--- src/nvr_pkg.sv ---
/*
 package for the storage index router: handle ranges, index types, attribute bits,
 configuration layout, status codes, table sizes.
 assumes nothing of its surroundings.
*/
`default_nettype none
package nvr_pkg;
   // ======================================================
   // handle ranges
   localparam logic [31:0] GPIO_BASE     = 32'h01c40000;
   localparam logic [31:0] GPIO_LAST     = 32'h01c4000f;
   localparam logic [31:0] PERI_BASE     = 32'h01c40100;
   localparam logic [31:0] PERI_LAST     = 32'h01c401ff;
   localparam int          GPIO_COUNT    = 16;
   // ======================================================
   // index table sizes
   localparam int          CNT_SLOTS     = 6;
   localparam int          CNT_ORD_SLOTS = 2;
   localparam int          PIN_SLOTS     = 2;
   localparam int          BUF_SLOTS     = 8;
   // ======================================================
   // index types
   localparam logic [2:0]  TYPE_ORDINARY = 3'h0;
   localparam logic [2:0]  TYPE_COUNTER  = 3'h1;
   localparam logic [2:0]  TYPE_BITS     = 3'h2;
   localparam logic [2:0]  TYPE_EXTEND   = 3'h3;
   localparam logic [2:0]  TYPE_PINFAIL  = 3'h4;
   localparam logic [2:0]  TYPE_PINPASS  = 3'h5;
   // ======================================================
   // attribute bits
   localparam int          ATTR_ORDERLY  = 0;
   localparam int          ATTR_PLATCRE  = 1;
   localparam int          ATTR_OWNRD    = 2;
   localparam int          ATTR_OWNWR    = 3;
   localparam int          ATTR_AUTHRD   = 4;
   localparam int          ATTR_AUTHWR   = 5;
   // ======================================================
   // configuration structure
   localparam logic [7:0]  CFG_VERSION   = 8'h01;
   localparam logic [2:0]  CFG_OFS_VER   = 3'h0;
   localparam logic [2:0]  CFG_OFS_BUS   = 3'h1;
   localparam logic [2:0]  CFG_OFS_MEM   = 3'h5;
   localparam logic [2:0]  CFG_LEN       = 3'h6;
   // ======================================================
   // commands and status
   localparam logic [1:0]  CMD_DEFINE    = 2'h0;
   localparam logic [1:0]  CMD_WRITE     = 2'h1;
   localparam logic [1:0]  CMD_READ      = 2'h2;
   localparam logic [1:0]  CMD_UNDEFINE  = 2'h3;
   localparam logic [3:0]  ST_OK         = 4'h0;
   localparam logic [3:0]  ST_UNDEF      = 4'h1;
   localparam logic [3:0]  ST_TYPE       = 4'h2;
   localparam logic [3:0]  ST_ATTR       = 4'h3;
   localparam logic [3:0]  ST_NOSPACE    = 4'h4;
   localparam logic [3:0]  ST_AUTH       = 4'h5;
   localparam logic [3:0]  ST_EXISTS     = 4'h6;
   localparam logic [3:0]  ST_RANGE      = 4'h7;
   localparam logic [3:0]  ST_CFG        = 4'h8;
   // ======================================================
   // states
   typedef enum logic [3:0] {
      S_IDLE = 4'b0001,
      S_PERI = 4'b0010,
      S_RESP = 4'b0100,
      S_CFGW = 4'b1000
   } nvr_state_t;
endpackage
`default_nettype wire

--- src/nvr_router.sv ---
/*
 storage index router: takes define, write, read and undefine commands on a
 plain command port, keeps the counter, pin, gpio and peripheral index tables,
 drives gpio pins and forwards peripheral accesses byte by byte to a link port.
 assumes one 100 MHz clock, a host that waits for cmdDone before the next
 command, and a serial engine behind the link port that handshakes per byte.
*/
`default_nettype none
module nvr_router (
   input  wire  logic        clock,
   input  wire  logic        rst_n,
   input  wire  logic        cmdValid,
   input  wire  logic [1:0]  cmdCode,
   input  wire  logic [31:0] cmdHandle,
   input  wire  logic [2:0]  cmdType,
   input  wire  logic [5:0]  cmdAttr,
   input  wire  logic [7:0]  cmdSize,
   input  wire  logic [7:0]  cmdOffset,
   input  wire  logic [7:0]  cmdData,
   input  wire  logic        cmdOwnerAuth,
   input  wire  logic        cmdPlatform,
   input  wire  logic        ownerClear,
   output var   logic        cmdDone,
   output var   logic [3:0]  cmdStatus,
   output var   logic [7:0]  rspData,
   input  wire  logic [15:0] gpioIn,
   output var   logic [15:0] gpioOut,
   output var   logic [15:0] gpioOe,
   output var   logic        linkReq,
   output var   logic        linkWrite,
   output var   logic [7:0]  linkAddr,
   output var   logic [7:0]  linkWdata,
   output var   logic [31:0] linkBusCfg,
   input  wire  logic        linkAck,
   input  wire  logic [7:0]  linkRdata
);
   // ======================================================
   // decode helpers
   function automatic logic inGpio(input logic [31:0] h);
      inGpio = (h >= nvr_pkg::GPIO_BASE) && (h <= nvr_pkg::GPIO_LAST);
   endfunction
   function automatic logic inPeri(input logic [31:0] h);
      inPeri = (h >= nvr_pkg::PERI_BASE) && (h <= nvr_pkg::PERI_LAST);
   endfunction

   // ======================================================
   // index tables
   logic [nvr_pkg::CNT_SLOTS-1:0] cntUsed_r;
   logic [nvr_pkg::PIN_SLOTS-1:0] pinUsed_r;
   logic [15:0]                   gpioDef_r;
   logic [15:0]                   gpioPlat_r;
   logic [5:0]                    gpioAttr_r [nvr_pkg::GPIO_COUNT];
   logic                          cfgDef_r;
   logic [7:0]                    cfgVer_r;
   logic [7:0]                    memSize_r;
   logic [7:0]                    cfgHandle_r;
   logic [nvr_pkg::BUF_SLOTS-1:0] bufUsed_r;
   logic [7:0]                    bufHandle_r [nvr_pkg::BUF_SLOTS];
   logic [7:0]                    bufBase_r   [nvr_pkg::BUF_SLOTS];
   logic [7:0]                    bufSize_r   [nvr_pkg::BUF_SLOTS];
   logic [5:0]                    bufAttr_r   [nvr_pkg::BUF_SLOTS];
   logic [8:0]                    memUsed_r;
   nvr_pkg::nvr_state_t           state_r;

   // ======================================================
   // combinational lookup of the command target
   logic [3:0] gIdx;
   logic [2:0] freeCnt;
   logic       cntFull;
   logic       cntOrdOk;
   logic       pinFull;
   logic [2:0] freeBuf;
   logic       bufFull;
   logic [2:0] hitBuf;
   logic       bufHit;
   logic       isCfg;
   logic       memFits;
   logic       bufAuthRd;
   logic       bufAuthWr;
   logic       gpioAuthRd;
   logic       gpioAuthWr;

   assign gIdx = cmdHandle[3:0];
   assign isCfg = cfgDef_r && (cmdHandle[7:0] == cfgHandle_r);

   always_comb begin
      freeCnt = 3'h0;
      cntFull = 1'b1;
      freeBuf = 3'h0;
      bufFull = 1'b1;
      hitBuf  = 3'h0;
      bufHit  = 1'b0;
      // counters below CNT_ORD_SLOTS are the ones allowed to be orderly
      for (int i = nvr_pkg::CNT_SLOTS - 1; i >= 0; i--) begin
         if (!cntUsed_r[i] && (!cmdAttr[nvr_pkg::ATTR_ORDERLY] || i < nvr_pkg::CNT_ORD_SLOTS)) begin
            freeCnt = 3'(i);
            cntFull = 1'b0;
         end
      end
      for (int i = nvr_pkg::BUF_SLOTS - 1; i >= 0; i--) begin
         if (!bufUsed_r[i]) begin
            freeBuf = 3'(i);
            bufFull = 1'b0;
         end
         if (bufUsed_r[i] && bufHandle_r[i] == cmdHandle[7:0]) begin
            hitBuf = 3'(i);
            bufHit = 1'b1;
         end
      end
   end

   assign cntOrdOk   = !cntFull;
   assign pinFull    = &pinUsed_r;
   assign memFits    = ({1'b0, cmdSize} + memUsed_r) <= {1'b0, memSize_r};
   assign bufAuthRd  = bufAttr_r[hitBuf][nvr_pkg::ATTR_AUTHRD] ||
                       (bufAttr_r[hitBuf][nvr_pkg::ATTR_OWNRD] && cmdOwnerAuth);
   assign bufAuthWr  = bufAttr_r[hitBuf][nvr_pkg::ATTR_AUTHWR] ||
                       (bufAttr_r[hitBuf][nvr_pkg::ATTR_OWNWR] && cmdOwnerAuth);
   assign gpioAuthRd = gpioAttr_r[gIdx][nvr_pkg::ATTR_AUTHRD] ||
                       (gpioAttr_r[gIdx][nvr_pkg::ATTR_OWNRD] && cmdOwnerAuth);
   assign gpioAuthWr = gpioAttr_r[gIdx][nvr_pkg::ATTR_AUTHWR] ||
                       (gpioAttr_r[gIdx][nvr_pkg::ATTR_OWNWR] && cmdOwnerAuth);

   // ======================================================
   // verdict on a command in idle
   logic [3:0] verdict;
   logic       goLink;
   logic       goCfg;
   always_comb begin
      verdict = nvr_pkg::ST_OK;
      goLink  = 1'b0;
      goCfg   = 1'b0;
      if (inGpio(cmdHandle)) begin
         if (cmdCode == nvr_pkg::CMD_DEFINE) begin
            if (gpioDef_r[gIdx]) verdict = nvr_pkg::ST_EXISTS;
         end else if (!gpioDef_r[gIdx]) begin
            verdict = nvr_pkg::ST_UNDEF;
         end else if (cmdCode == nvr_pkg::CMD_WRITE && !gpioAuthWr) begin
            verdict = nvr_pkg::ST_AUTH;
         end else if (cmdCode == nvr_pkg::CMD_READ && !gpioAuthRd) begin
            verdict = nvr_pkg::ST_AUTH;
         end
      end else if (inPeri(cmdHandle)) begin
         if (cmdCode == nvr_pkg::CMD_DEFINE) begin
            if (cmdType != nvr_pkg::TYPE_ORDINARY) verdict = nvr_pkg::ST_TYPE;
            else if (cmdAttr[nvr_pkg::ATTR_ORDERLY]) verdict = nvr_pkg::ST_ATTR;
            else if (isCfg || bufHit) verdict = nvr_pkg::ST_EXISTS;
            else if (!cfgDef_r) begin
               // first define in the range creates the configuration index
               if (cmdPlatform && !cmdAttr[nvr_pkg::ATTR_PLATCRE]) verdict = nvr_pkg::ST_ATTR;
               else goCfg = 1'b1;
            end else if (bufFull) verdict = nvr_pkg::ST_NOSPACE;
            else if (memSize_r != 8'h00 && !memFits) verdict = nvr_pkg::ST_NOSPACE;
         end else if (cmdCode == nvr_pkg::CMD_UNDEFINE) begin
            if (!bufHit && !isCfg) verdict = nvr_pkg::ST_UNDEF;
         end else if (isCfg) begin
            if (cmdCode == nvr_pkg::CMD_WRITE && cmdOffset[2:0] == nvr_pkg::CFG_OFS_VER &&
                cmdData != nvr_pkg::CFG_VERSION) verdict = nvr_pkg::ST_CFG;
            else if (cmdOffset >= {5'h00, nvr_pkg::CFG_LEN}) verdict = nvr_pkg::ST_RANGE;
         end else if (!bufHit) verdict = nvr_pkg::ST_UNDEF;
         else if (cfgVer_r != nvr_pkg::CFG_VERSION) verdict = nvr_pkg::ST_CFG;
         else if (cmdOffset >= bufSize_r[hitBuf]) verdict = nvr_pkg::ST_RANGE;
         else if (cmdCode == nvr_pkg::CMD_WRITE && !bufAuthWr) verdict = nvr_pkg::ST_AUTH;
         else if (cmdCode == nvr_pkg::CMD_READ && !bufAuthRd) verdict = nvr_pkg::ST_AUTH;
         else goLink = 1'b1;
      end else if (cmdCode == nvr_pkg::CMD_DEFINE) begin
         if (cmdType == nvr_pkg::TYPE_COUNTER && !cntOrdOk) verdict = nvr_pkg::ST_NOSPACE;
         else if ((cmdType == nvr_pkg::TYPE_PINFAIL || cmdType == nvr_pkg::TYPE_PINPASS) && pinFull)
            verdict = nvr_pkg::ST_NOSPACE;
      end
   end

   wire logic accept = (state_r == nvr_pkg::S_IDLE) && cmdValid && (verdict == nvr_pkg::ST_OK);
   wire logic reject = (state_r == nvr_pkg::S_IDLE) && cmdValid && (verdict != nvr_pkg::ST_OK);

   // ======================================================
   // pin synchroniser: a new level counts once stages two and three agree
   logic [15:0] pinS1_r, pinS2_r, pinS3_r, pinLvl_r;
   always_ff @(posedge clock) begin
      pinS1_r  <= gpioIn;
      pinS2_r  <= pinS1_r;
      pinS3_r  <= pinS2_r;
      pinLvl_r <= (pinS2_r & pinS3_r) | (pinLvl_r & (pinS2_r | pinS3_r));
   end

   // ======================================================
   // control sequence
   always_ff @(posedge clock) begin
      if (!rst_n) begin
         state_r <= nvr_pkg::S_IDLE;
      end else begin
         unique case (state_r)
            nvr_pkg::S_IDLE: begin
               if (cmdValid && verdict == nvr_pkg::ST_OK && goLink) state_r <= nvr_pkg::S_PERI;
               else if (cmdValid && verdict == nvr_pkg::ST_OK && goCfg) state_r <= nvr_pkg::S_CFGW;
               else if (cmdValid) state_r <= nvr_pkg::S_RESP;
            end
            // hold the answer until the link acknowledges the byte
            nvr_pkg::S_PERI: if (linkAck) state_r <= nvr_pkg::S_RESP;
            nvr_pkg::S_CFGW: state_r <= nvr_pkg::S_RESP;
            nvr_pkg::S_RESP: state_r <= nvr_pkg::S_IDLE;
         endcase
      end
   end

   // ======================================================
   // response port
   always_ff @(posedge clock) begin
      if (!rst_n) begin
         cmdDone   <= 1'b0;
         cmdStatus <= nvr_pkg::ST_OK;
         rspData   <= 8'h00;
      end else begin
         cmdDone <= (state_r == nvr_pkg::S_RESP);
         if (reject) cmdStatus <= verdict;
         else if (accept) cmdStatus <= nvr_pkg::ST_OK;
         if (accept && cmdCode == nvr_pkg::CMD_READ) begin
            if (inGpio(cmdHandle)) rspData <= {7'h00, pinLvl_r[gIdx]};
            else if (isCfg) begin
               unique case (cmdOffset[2:0])
                  3'h0:    rspData <= cfgVer_r;
                  3'h1:    rspData <= linkBusCfg[7:0];
                  3'h2:    rspData <= linkBusCfg[15:8];
                  3'h3:    rspData <= linkBusCfg[23:16];
                  3'h4:    rspData <= linkBusCfg[31:24];
                  default: rspData <= memSize_r;
               endcase
            end
         end else if (state_r == nvr_pkg::S_PERI && linkAck && !linkWrite) begin
            rspData <= linkRdata;
         end
      end
   end

   // ======================================================
   // counter and pin tables: slot bookkeeping only, values live in storage
   always_ff @(posedge clock) begin
      if (!rst_n) begin
         cntUsed_r <= '0;
         pinUsed_r <= '0;
      end else if (accept && cmdCode == nvr_pkg::CMD_DEFINE && !inGpio(cmdHandle) && !inPeri(cmdHandle)) begin
         if (cmdType == nvr_pkg::TYPE_COUNTER) begin
            cntUsed_r[freeCnt] <= 1'b1;
         end
         if (cmdType == nvr_pkg::TYPE_PINFAIL || cmdType == nvr_pkg::TYPE_PINPASS)
            pinUsed_r[pinUsed_r[0] ? 1 : 0] <= 1'b1;
      end
   end

   // ======================================================
   // gpio index table and pins
   always_ff @(posedge clock) begin
      if (!rst_n) begin
         gpioDef_r  <= '0;
         gpioPlat_r <= '0;
         gpioOut    <= '0;
         gpioOe     <= '0;
         for (int i = 0; i < nvr_pkg::GPIO_COUNT; i++) gpioAttr_r[i] <= '0;
      end else begin
         if (ownerClear) begin
            gpioDef_r <= gpioDef_r & gpioPlat_r;
            gpioOe    <= gpioOe & gpioPlat_r;
         end else if (accept && inGpio(cmdHandle)) begin
            if (cmdCode == nvr_pkg::CMD_DEFINE) begin
               gpioDef_r[gIdx]  <= 1'b1;
               gpioPlat_r[gIdx] <= cmdPlatform;
               gpioAttr_r[gIdx] <= cmdAttr;
            end else if (cmdCode == nvr_pkg::CMD_UNDEFINE) begin
               gpioDef_r[gIdx] <= 1'b0;
               gpioOe[gIdx]    <= 1'b0;
            end else if (cmdCode == nvr_pkg::CMD_WRITE) begin
               gpioOut[gIdx] <= cmdData[0];
               gpioOe[gIdx]  <= 1'b1;
            end
         end
      end
   end

   // ======================================================
   // configuration index
   always_ff @(posedge clock) begin
      if (!rst_n) begin
         cfgDef_r    <= 1'b0;
         cfgHandle_r <= 8'h00;
         cfgVer_r    <= 8'h00;
         memSize_r   <= 8'h00;
         linkBusCfg  <= 32'h00000000;
      end else if (accept && inPeri(cmdHandle)) begin
         if (goCfg) begin
            cfgDef_r    <= 1'b1;
            cfgHandle_r <= cmdHandle[7:0];
         end else if (isCfg && cmdCode == nvr_pkg::CMD_UNDEFINE) begin
            cfgDef_r <= 1'b0;
         end else if (isCfg && cmdCode == nvr_pkg::CMD_WRITE) begin
            unique case (cmdOffset[2:0])
               3'h0:    cfgVer_r <= cmdData;
               3'h1:    linkBusCfg[7:0]   <= cmdData;
               3'h2:    linkBusCfg[15:8]  <= cmdData;
               3'h3:    linkBusCfg[23:16] <= cmdData;
               3'h4:    linkBusCfg[31:24] <= cmdData;
               default: memSize_r <= cmdData;
            endcase
         end
      end
   end

   // ======================================================
   // data buffer table: memory carved linearly, freed space not reclaimed
   // until every buffer is gone, a simple trade against a full allocator
   always_ff @(posedge clock) begin
      if (!rst_n) begin
         bufUsed_r <= '0;
         memUsed_r <= 9'h000;
         for (int i = 0; i < nvr_pkg::BUF_SLOTS; i++) begin
            bufHandle_r[i] <= 8'h00;
            bufBase_r[i]   <= 8'h00;
            bufSize_r[i]   <= 8'h00;
            bufAttr_r[i]   <= 6'h00;
         end
      end else if (accept && inPeri(cmdHandle) && !goCfg && !isCfg) begin
         if (cmdCode == nvr_pkg::CMD_DEFINE) begin
            bufUsed_r[freeBuf]   <= 1'b1;
            bufHandle_r[freeBuf] <= cmdHandle[7:0];
            bufBase_r[freeBuf]   <= memUsed_r[7:0];
            bufSize_r[freeBuf]   <= cmdSize;
            bufAttr_r[freeBuf]   <= cmdAttr;
            if (memSize_r != 8'h00) memUsed_r <= memUsed_r + {1'b0, cmdSize};
         end else if (cmdCode == nvr_pkg::CMD_UNDEFINE) begin
            bufUsed_r[hitBuf] <= 1'b0;
            if (bufUsed_r == (8'h01 << hitBuf)) memUsed_r <= 9'h000;
         end
      end
   end

   // ======================================================
   // link request: one byte per command, data copied untouched
   always_ff @(posedge clock) begin
      if (!rst_n) begin
         linkReq   <= 1'b0;
         linkWrite <= 1'b0;
         linkAddr  <= 8'h00;
         linkWdata <= 8'h00;
      end else if (accept && goLink) begin
         linkReq   <= 1'b1;
         linkWrite <= (cmdCode == nvr_pkg::CMD_WRITE);
         linkAddr  <= (memSize_r != 8'h00) ? 8'(bufBase_r[hitBuf] + cmdOffset) : cmdOffset;
         linkWdata <= cmdData;
      end else if (state_r == nvr_pkg::S_PERI && linkAck) begin
         linkReq <= 1'b0;
      end
   end
endmodule // nvr_router
`default_nettype wire

--- config.mk ---
export PLATFORM = sky130hd
export DESIGN_NAME = nvr_router
export DESIGN_NICKNAME = d
export VERILOG_FILES = /design/src/nvr_pkg.sv /design/src/nvr_router.sv
export SDC_FILE = /design/constraint.sdc
export NUM_CORES = 1
export LEC_CHECK = 0
export ABC_AREA = 1
export BUFFER_PORTS_ARGS = -buffer_cell sky130_fd_sc_hd__buf_4
export CORE_ASPECT_RATIO = 0.75
export CORE_MARGIN = 10
export CORE_UTILIZATION = 39
export DETAILED_ROUTE_END_ITERATION = 8
export PLACE_DENSITY = 0.6
export SYNTH_ARGS = -nofsm -noshare
export SYNTH_HDL_FRONTEND = slang
export SYNTH_SLANG_ARGS = --single-unit
--- constraint.sdc ---
create_clock -name clock -period 14.45 [get_ports clock]
set_input_delay 2.89 -clock clock [delete_from_list [all_inputs] [get_ports clock]]
set_output_delay 2.89 -clock clock [all_outputs]
set_load 0.01 [all_outputs]
# After elaboration in Yosys (flattened, before gate mapping)
# Memories as Yosys holds them, arrays and structs flattened.
# Index checks and enable logic that the tools add are counted.
totals:
  memories: 5
  wordCells: 386
  regBits: 245
  ram_bits: 336
  output_inout_bits: 95
  inputBits: 98
memory_table:
  columns: ["name", "words", "width", "rd", "rd_ports_with_merged_regs", "write_ports", "line", "text"]
  rows:
  - ["gpioAttr_r", 16, 6, 1, 0, 16, "nvr_router.sv:52", "logic [5:0] gpioAttr_r [nvr_pkg::GPIO_COUNT];"]
  - ["bufBase_r", 8, 8, 1, 0, 8, "nvr_router.sv:59", "logic [7:0] bufBase_r [nvr_pkg::BUF_SLOTS];"]
  - ["bufHandle_r", 8, 8, 8, 0, 8, "nvr_router.sv:58", "logic [7:0] bufHandle_r [nvr_pkg::BUF_SLOTS];"]
  - ["bufSize_r", 8, 8, 1, 0, 8, "nvr_router.sv:60", "logic [7:0] bufSize_r [nvr_pkg::BUF_SLOTS];"]
  - ["bufAttr_r", 8, 6, 1, 0, 8, "nvr_router.sv:61", "logic [5:0] bufAttr_r [nvr_pkg::BUF_SLOTS];"]
op_classes:
  n_addsub: 2
  n_eq_ne: 31
  n_shift: 1
  magnitude_cmp: 17
  muxes: 163
  n_bitwise: 22
  reduce_logical: 117
op_table:
  columns: ["op", "count"]
  rows:
  - ["16-bit two-way mux", 9]
  - ["3-bit two-way mux", 39]
  - ["16-bit bitwise AND", 6]
  - ["8-bit == test", 10]
  - ["4-bit two-way mux", 20]
  - ["8-bit two-way mux", 10]
  - ["1-bit two-way mux", 67]
  - ["32-bit by 25-bit >= comparator with 1-bit output (second input constant)", 2]
  - ["32-bit by 25-bit less-or-equal comparator with 1-bit output (second input constant)", 2]
  - ["16-bit bitwise OR", 4]
  - ["1-bit logical AND", 54]
  - ["8-bit case mux with 5 select lines", 1]
  - ["9-bit two-way mux", 4]
  - ["5-bit AND reduction", 7]
  - ["16-bit bitwise mux", 2]
  - ["8-bit OR reduction", 3]
  - ["2-bit AND reduction", 9]
  - ["1-bit logical NOT", 17]
  - ["8-bit by 1-bit inequality test with 1-bit output (second input constant)", 2]
  - ["16-bit inverter", 1]
  - ["4-bit case mux with 4 select lines", 1]
  - ["2-bit nonzero test", 7]
  - ["3-bit by 4-bit less-than comparator with 1-bit output (second input constant)", 3]
  - ["6-bit two-way mux", 2]
  - ["other kinds (46)", 71]

# Depth between registers and ports, before layout
# Gate-level depths: netlist of the first run.
# An unclocked memory read counts as a cell.
logic_depth:
  depth_word: 36
  depth_mapped: 45
  ltp_nobuf: 41

# Worst setup path after synthesis of the first run
# Ideal clock, no wire load.
synth_path:
  path_kind: "in2reg"
  from: "in cmdHandle[0]"
  to: "mem bufAttr_r[0][2], enable pin"
  path_stages: 38
  path_buffers: 7
  arrival_ps: 7783
  setup_time_ps: 385
  required_time_ps: 14065
  path_slack_ps: 6282
  path_cell_list: "buf_4 -> inv_2 -> buf_4 -> or2_1 -> o211ai_1 -> nor2_1 -> nand4_2 -> nand2_1 -> a21oi_4 -> buf_6 -> nor2_2 -> inv_1 -> clkbuf_1 -> buf_1 -> o22ai_1 -> o22ai_1 -> ha_1 -> inv_1 -> [... 2 more ...] -> nand2_1 -> o2111a_1 -> nand3_1 -> nand2_1 -> nand2_1 -> nand2_1 -> nand2_1 -> nand2_1 -> nand2_1 -> nand2_1 -> nand3_2 -> nor2_8 -> nand4_2 -> nor2_4 -> nand3_2 -> buf_2 -> buf_6 -> nand2_1"
synth_rtl:
  columns: ["item", "line", "text"]
  rows:
  - ["start: declaration", "nvr_router.sv:14", "input wire logic [31:0] cmdHandle,"]
  - ["end: declaration", "nvr_router.sv:61", null]

==> metrics.txt, run 1 <==
status finished clean; synthesized cell area between 20000 and 30000 µm²; largest family of logic cells by synthesized area simple AND/OR/NAND/NOR gates; Starting Density around two fifths; Synth Area in Compound Gates around 11%; Worst VDD drop between 0.00008 and 0.00009 V; final setup TNS 0 ns; 1st-iter DRT viols approximately 2700; RD Place Congestion about 1; Finish-stage setup viols 0; first-pass GRT wire length 131200 µm; antenna violations before repair 2; Syn Inst Count around 3000; Die H between 200 and 250 µm; Max FO, Critical Path 29; vias in the first global route slightly above 20000; Power per Cell Area about 120 nW/µm²; period utilisation layout 76.79%; post-layout util a little under half; fraction of registers with async set/reset 0%; gr ovfl total 0; Avg WL per Cell 22.15 µm; # port buffers between 150 and 200; Pleak 11.74 nW; worst hold path depth 0; Final Non-Filler Cells 4032; DRC 0; EDFF count, synth about 290; Post-Syn Area per Cell ~8.4 µm²; DRT Pass-1 Iters 8; worst-path cell with the longest stage delay nand2_1; maxcap violations 0; clock transition at the registers of the reported paths 0.06 ns; # rows 80; Setup CP Type input pin to flop; clk_skew about 0.033 ns; dpl hpwl 64870 µm; TritonCTS clock tree done; sequential fraction of the synthesis area around 54%; RSZ-0062 raised after global routing no; worst hold path type flop to flop; Post-synth top flop edfxtp_1; Routed Antenna Nets 0; # H-tree levels 2; simple-gate area share of the yosys netlist approximately a quarter; Final Max Tran Viols 0; Period minus WS final approximately 11 ns; reg2reg start bufUsed_r[6]; relative slew slack 13.71%; WHS Endpoint pinS2_r[1]; Setup crit start kind input pin; clk_lat worst skew approximately 0.63 ns; Vias per Instance around 5.6; post-CTS sizing 0; reg-to-reg endpoint bufBase_r[6][2]; fin nets about 3300; CORE AREA 63960 µm²; YS warnings 0; Die ar. 75600 µm²; Synth Area in Adders 2.521%; Hold Violations, Final 0; r2r worst-path depth 35; Placed Cells 3934; Syn Nets about 3100; routed vias between 20000 and 25000; share of cells above drive strength 1 approximately a tenth; Critical Path AT 11.32 ns; Top-Level Pins 193; f_max approximately 0.09 GHz; DRT Wirelength 89320 µm; clk buf depth 3; largest net degree at the start of global routing 99; DIE WIDTH ~310 µm; flop2flop setup slack slightly below 6 ns; synth unique cells 62; post-cts hold buffer count 0; mux share of post-synthesis cell area 0%; Area growth, synth to finish 15.39%; kind of end point of the critical path flop; Required @ worst endpoint approximately 15 ns; xor and xnor area share after synthesis between 1 and 1.5%; Worst-Margin Slew approximately 1.3 ns; post-CTS setup buffers 0; critical path's most frequent cell nand2_1; Root Driver clkbuf_16; worst hold path startpoint pinS1_r[1]; delay of the slowest critical-path stage about 1.3 ns; clock sinks 533; CTS Buf Count 55; Yosys reg bits roughly 530; Tot GR Track Use between 20% and 30%
report_power, final:
part | internal [mW] | leakage [nW] | switching, mW
registers | 1.65 | 4.81 | 0.0268
clock network | 0.840 | 0.895 | 0.618
logic | 0.0766 | 6.04 | 0.182
total | 2.57 | 11.7 | 0.827
final cells by class:
type | instances | area (µm²)
diodes | 1 | 2.502
repair buffers | 218 | 1637
clock buffers | 77 | 1556
clock inverters | 20 | 267.8
multi-input cells | 2035 | 10040
well taps | 861 | 1077
fillers | 6180 | 34750
inverters | 287 | 1077
flip-flops and latches | 533 | 13550
critical path, delay by kind of cell:
kind                     cells  cell delay (ns)
buffers and inverters        4             1.42
adder cells (fa/ha/maj)      1             0.23
AND/OR/NAND/NOR             28             5.70
AO/OA/AOI/OAI                5             1.04
cells by family (layout without fill, tap and decap cells):
group,after synthesis,after routing
flip-flops,533,533
XOR/XNOR,29,29
AND/OR/NAND/NOR,1479,1479
AO/OA/AOI/OAI,474,474
other,0,1
adder cells (fa/ha/maj),53,53
buffers and inverters,429,602
sequential cells by signal (all words and copies together) (netlist names), 9 cells and up, named ones only:
| name | flops |
|---|---|
| bufAttr_r | 32 |
| bufBase_r | 64 |
| bufHandle_r | 64 |
| bufSize_r | 64 |
| gpioAttr_r | 64 |
| gpioOut | 16 |
| gpioPlat_r | 16 |
| linkBusCfg | 32 |
| memUsed_r | 9 |
| pinLvl_r | 16 |
| pinS1_r | 16 |
| pinS2_r | 16 |
| pinS3_r | 16 |
per-layer routing:
| layer | global-route usage (%) | share of wire [%] |
|---|---|---|
| met1 | 32.78 | 45 |
| met2 | 33.33 | 42 |
| met3 | 4.719 | 11 |
| met4 | 6.443 | 2.8 |
| met5 | 0 | 0.026 |
worst max path at each step:
stage | slack [ns] | depth (start not counted) | from | end
3_5_place_dp | 2.93 | 38 | cmdHandle[5] | bufSize_r[6][3]
2_1_floorplan | 6.28 | 38 | cmdHandle[0] | bufAttr_r[0][2]
3_3_place_gp | 3.41 | 38 | cmdHandle[5] | bufSize_r[3][7]
4_1_cts | 3.55 | 38 | cmdHandle[5] | bufSize_r[6][6]
6_report | 3.35 | 38 | cmdHandle[5] | bufBase_r[6][2]
5_1_grt | 2.65 | 38 | cmdHandle[5] | bufHandle_r[3][0]
synthesized netlist by cell type, types with 5 or more instances:
cell type | number | area [µm²]
o31ai_1 | 10 | 75.07
clkinv_1 | 11 | 41.29
nor2_1 | 620 | 2327
a22o_1 | 7 | 61.31
nor3_1 | 50 | 250.2
buf_6 | 9 | 101.4
clkbuf_1 | 84 | 315.3
o21ai_1 | 5 | 25.02
inv_1 | 269 | 1010
dfxtp_1 | 245 | 4905
o21ai_0 | 141 | 705.7
xor2_1 | 13 | 113.9
edfxtp_1 | 288 | 8648
o211ai_1 | 5 | 37.54
nor4_1 | 25 | 156.4
inv_2 | 7 | 26.28
a31oi_1 | 15 | 93.84
a21oi_1 | 124 | 620.6
a22oi_1 | 54 | 405.4
buf_4 | 5 | 37.54
xnor2_1 | 16 | 140.1
maj3_1 | 16 | 160.2
nand2_1 | 505 | 1896
buf_2 | 32 | 160.2
o22ai_1 | 50 | 312.8
ha_1 | 35 | 437.9
buf_1 | 12 | 45.04
nand3b_1 | 9 | 67.56
a221oi_1 | 14 | 122.6
nand3_1 | 173 | 865.8
nand4_1 | 69 | 431.7
o221ai_1 | 22 | 192.7
through the flow:
| stage | hold WS (ns) | instance area (µm²) | setup slack [ns] | power [mW] |
|---|---|---|---|---|
| 3_5_place_dp | 0.3128 | 27380 | 2.932 | 1.960 |
| 6_report | 0.3264 | 29210 | 3.354 | 3.393 |
| 2_1_floorplan | 0.3096 | 25310 | 6.282 | 1.847 |
| 3_3_place_gp | 0.3123 | 27380 | 3.411 | 1.956 |
| 4_1_cts | 0.3264 | 29200 | 3.554 | 3.404 |
| 5_1_grt | 0.3322 | 29200 | 2.652 | 3.497 |
cells in the final DEF, fill, tap and decap left out, drive strengths merged, types with 50 or more instances in the layout:
master	instances
a21oi	125
a22oi	54
buf	218
clkbuf	77
dfxtp	245
edfxtp	288
inv	280
nand2	508
nand3	177
nand4	71
nor2	625
nor3	51
o21ai	147
o22ai	50
No activity file was read; power rests on OpenSTA's default activity.
==> inputs of run 2 (changes only) <==
--- a/config.mk
+++ b/config.mk
@@ -5,7 +5,7 @@
 export SDC_FILE = /design/constraint.sdc
 export NUM_CORES = 1
 export LEC_CHECK = 0
-export ABC_AREA = 1
+export ABC_AREA = 0
 export BUFFER_PORTS_ARGS = -buffer_cell sky130_fd_sc_hd__buf_4
 export CORE_ASPECT_RATIO = 0.75
 export CORE_MARGIN = 10
==> constraint.sdc (replaced) <==
create_clock -name clock -period 11.5 [get_ports clock]
set_input_delay 2.3 -clock clock [delete_from_list [all_inputs] [get_ports clock]]
set_output_delay 2.3 -clock clock [all_outputs]
set_load 0.01 [all_outputs]
==> run 2 against run 1 <==
Against the previous run:
- highest routed layer unchanged
- first-iteration DRC count shrank 30%
- global-route usage decreased by 2.8 points
- sequential share of layout area increased by 0.69 points
- utilization is 0.32 points lower
- critical endpoint is now bufHandle_r[2][0]
- design area down 1.5%
==> metrics.txt, run 2 <==
worst-path cell with the longest stage delay buf_4; crit path buf inv count 5; Critical Path AT 9.20 ns; commonest cells in the netlist nor2_1, edfxtp_1, nand2_1; combinational power share between 6 and 7%; Syn Nets between 2000 and 3000; first-pass GRT wire length ~120000 µm; Period minus WS final 8.933 ns; TritonCTS clock tree done; Root Driver clkbuf_16; fin nets 2723; dominant cells by area after synthesis edfxtp_1, dfxtp_1, nor2_1, mux2i_1, nand2_1; synthesized cell area between 20000 and 25000 µm²; Worst-Margin Slew 1.302 ns; Yosys reg bits roughly 530; Die H 239.0 µm; relative slew slack a little over an eighth; post-cts hold buffer count 0; dpl hpwl ~54000 µm; cell area after layout ~29000 µm²; maxcap violations 0; Avg WL per Cell approximately 22 µm; status finished clean; RSZ-0062 raised after global routing no; count leader, synth nor2_1; Finish-stage setup viols 0; area leader, netlist edfxtp_1; YS warnings 0; Tot GR Track Use just under 20%; Setup crit start kind input pin; period utilisation layout 77.67%; Area after DPL 27080 µm²; gr ovfl total 0; commonest cells after routing, fill and taps aside nor2_1, edfxtp_1, nand2_1; post-CTS sizing 0; largest net degree at the start of global routing 78; fraction of registers with async set/reset 0%; Top-Level Pins a little under 200; clock sinks about 530; switching share of total power roughly a quarter; Int Pwr between 3 and 4 mW; switching power around 0.95 mW; sequential fraction of the synthesis area between 50% and 60%; delay of the slowest critical-path stage ~0.65 ns; DRC 0; CORE AREA about 63000 µm²; clock transition at the registers of the reported paths around 0.060 ns; Pleak approximately 11 nW; flop2flop setup slack 4.55 ns; clock share of power roughly 42%; 1st-iter DRT viols ~1900; DIE WIDTH between 300 and 400 µm; share of cells above drive strength 1 16.00%; Max FO, Critical Path 50; Starting Density 39.30%; # H-tree levels 2; DRT Wirelength between 70000 and 80000 µm; Required @ worst endpoint 11.77 ns; critical path's most frequent cell buf_4; Hold Violations, Final 0; f_max 0.1120 GHz; Routed Antenna Nets 0; top cell type's share of synthesized area 34.67%; cell family with most CP delay simple AND/OR/NAND/NOR gates; DRT Pass-1 Iters 7; clk_skew approximately 0.029 ns; Post-Syn Area per Cell 10.13 µm²; Die ar. ~75000 µm²; vias in the first global route 18890; worst hold path type flop to flop; Worst VDD drop about 0.00012 V; sequential power share between 50% and 60%; pre-CTS setup slack just over 2 ns; Worst Setup Slack, final between 2 and 3 ns; routed vias 19420; Post-synth top flop edfxtp_1; Area growth, synth to finish 15.38%; CTS Buf Count 53; most common cell after layout, fill and taps aside nor2_1; RD Place Congestion between 0.9 and 1; total power 4.072 mW; Vias per Instance ~5.6; kind of end point of the critical path flop; Syn Inst Count 2461; post-CTS setup buffers 0; Setup CP Type input pin to flop; Power per Cell Area 141.5 nW/µm²; Final Max Tran Viols 0; clk buf depth 3; antenna violations before repair 5; # rows 80; final setup TNS 0 ns; clk_lat worst skew about 0.62 ns; synth unique cells 81; EDFF count, synth approximately 290; # port buffers around 190
run 2: cell types whose count changed after synthesis, sizes merged, moves of 37 or more:
cell   delta
inv     -234
nand2   -232
nor2    -133
mux2i   +129
nand3    -88
xnor2    +67
o21ai    -59
a22oi    -42
a21oi    -41
o22ai    -40
nand4    -37
run 2: metal layers:
layer	track usage (%)	part of all wire [%]	vias up	wire, µm
li1	-	-	8979	-
met3	4.777	9.2	129	7025
met1	27.67	45	9426	34090
met4	5.445	2.4	2	1847
met5	0	0.025	-	19
met2	30.10	44	883	33170
run 2: final cells by class:
type	count	area, µm²
fillers	6000	34680
flip-flops and latches	533	13550
multi-input cells	1726	10530
repair buffers	232	1754
clock buffers	74	1488
well taps	861	1077
clock inverters	25	210.2
inverters	42	160.2
diodes	1	2.502
run 2: worst register-to-register path: stages, from the launching register on:
cell and delay [ns]:
dfxtp_1 0.59, nand2_1 0.17, nor3_4 0.51, nor2_1 0.21
a21boi_1 0.18, buf_4 0.25, nor2_1 0.76, a22oi_1 0.25
o211ai_1 0.14, o21ai_0 0.19, ha_1 0.33, nor2b_1 0.12
o21ai_0 0.15, a21oi_1 0.09, o41ai_1 0.28, buf_4 0.20
nor4_1 0.07, nor4_1 0.49, and4_1 0.42, nand3_2 0.51
o21ai_2 0.33, buf_4 0.35
run 2: power by group through the flow:
stage	combinational, mW	sequential [mW]	clock [mW]
after floorplan	0.164	2.12	0
after CTS	0.267	2.09	1.75
after global placement	0.262	2.13	0
after global routing	0.290	2.09	1.82
after detailed placement	0.266	2.13	0
final	0.267	2.09	1.71
run 2: cell families after synthesis:
logic type	share of synthesized area, %
AO/OA/AOI/OAI	8.839
XOR/XNOR	3.115
multiplexers	8.292
buffers and inverters	3.647
adder cells (fa/ha/maj)	2.558
AND/OR/NAND/NOR	19.21
flip-flops	54.34
run 2: through the flow:
step                hold slack, ns  utilization, %  cells
detailed placement          0.3132           42.67   3394
CTS                         0.3276           45.34   3493
finish                      0.3252           45.35   3494
global route                0.3321           45.35   3494
floorplan                   0.3096               -   2461
global placement            0.3150           42.67   3394
run 2: worst paths after layout:
path           startpoint                 to  cells after the start
max reg2reg  bufUsed_r[1]  bufHandle_r[2][0]                     21
max          cmdHandle[0]  bufHandle_r[2][0]                     26
min reg2reg    pinS1_r[7]         pinS2_r[7]                      0
min            pinS1_r[7]         pinS2_r[7]                      0
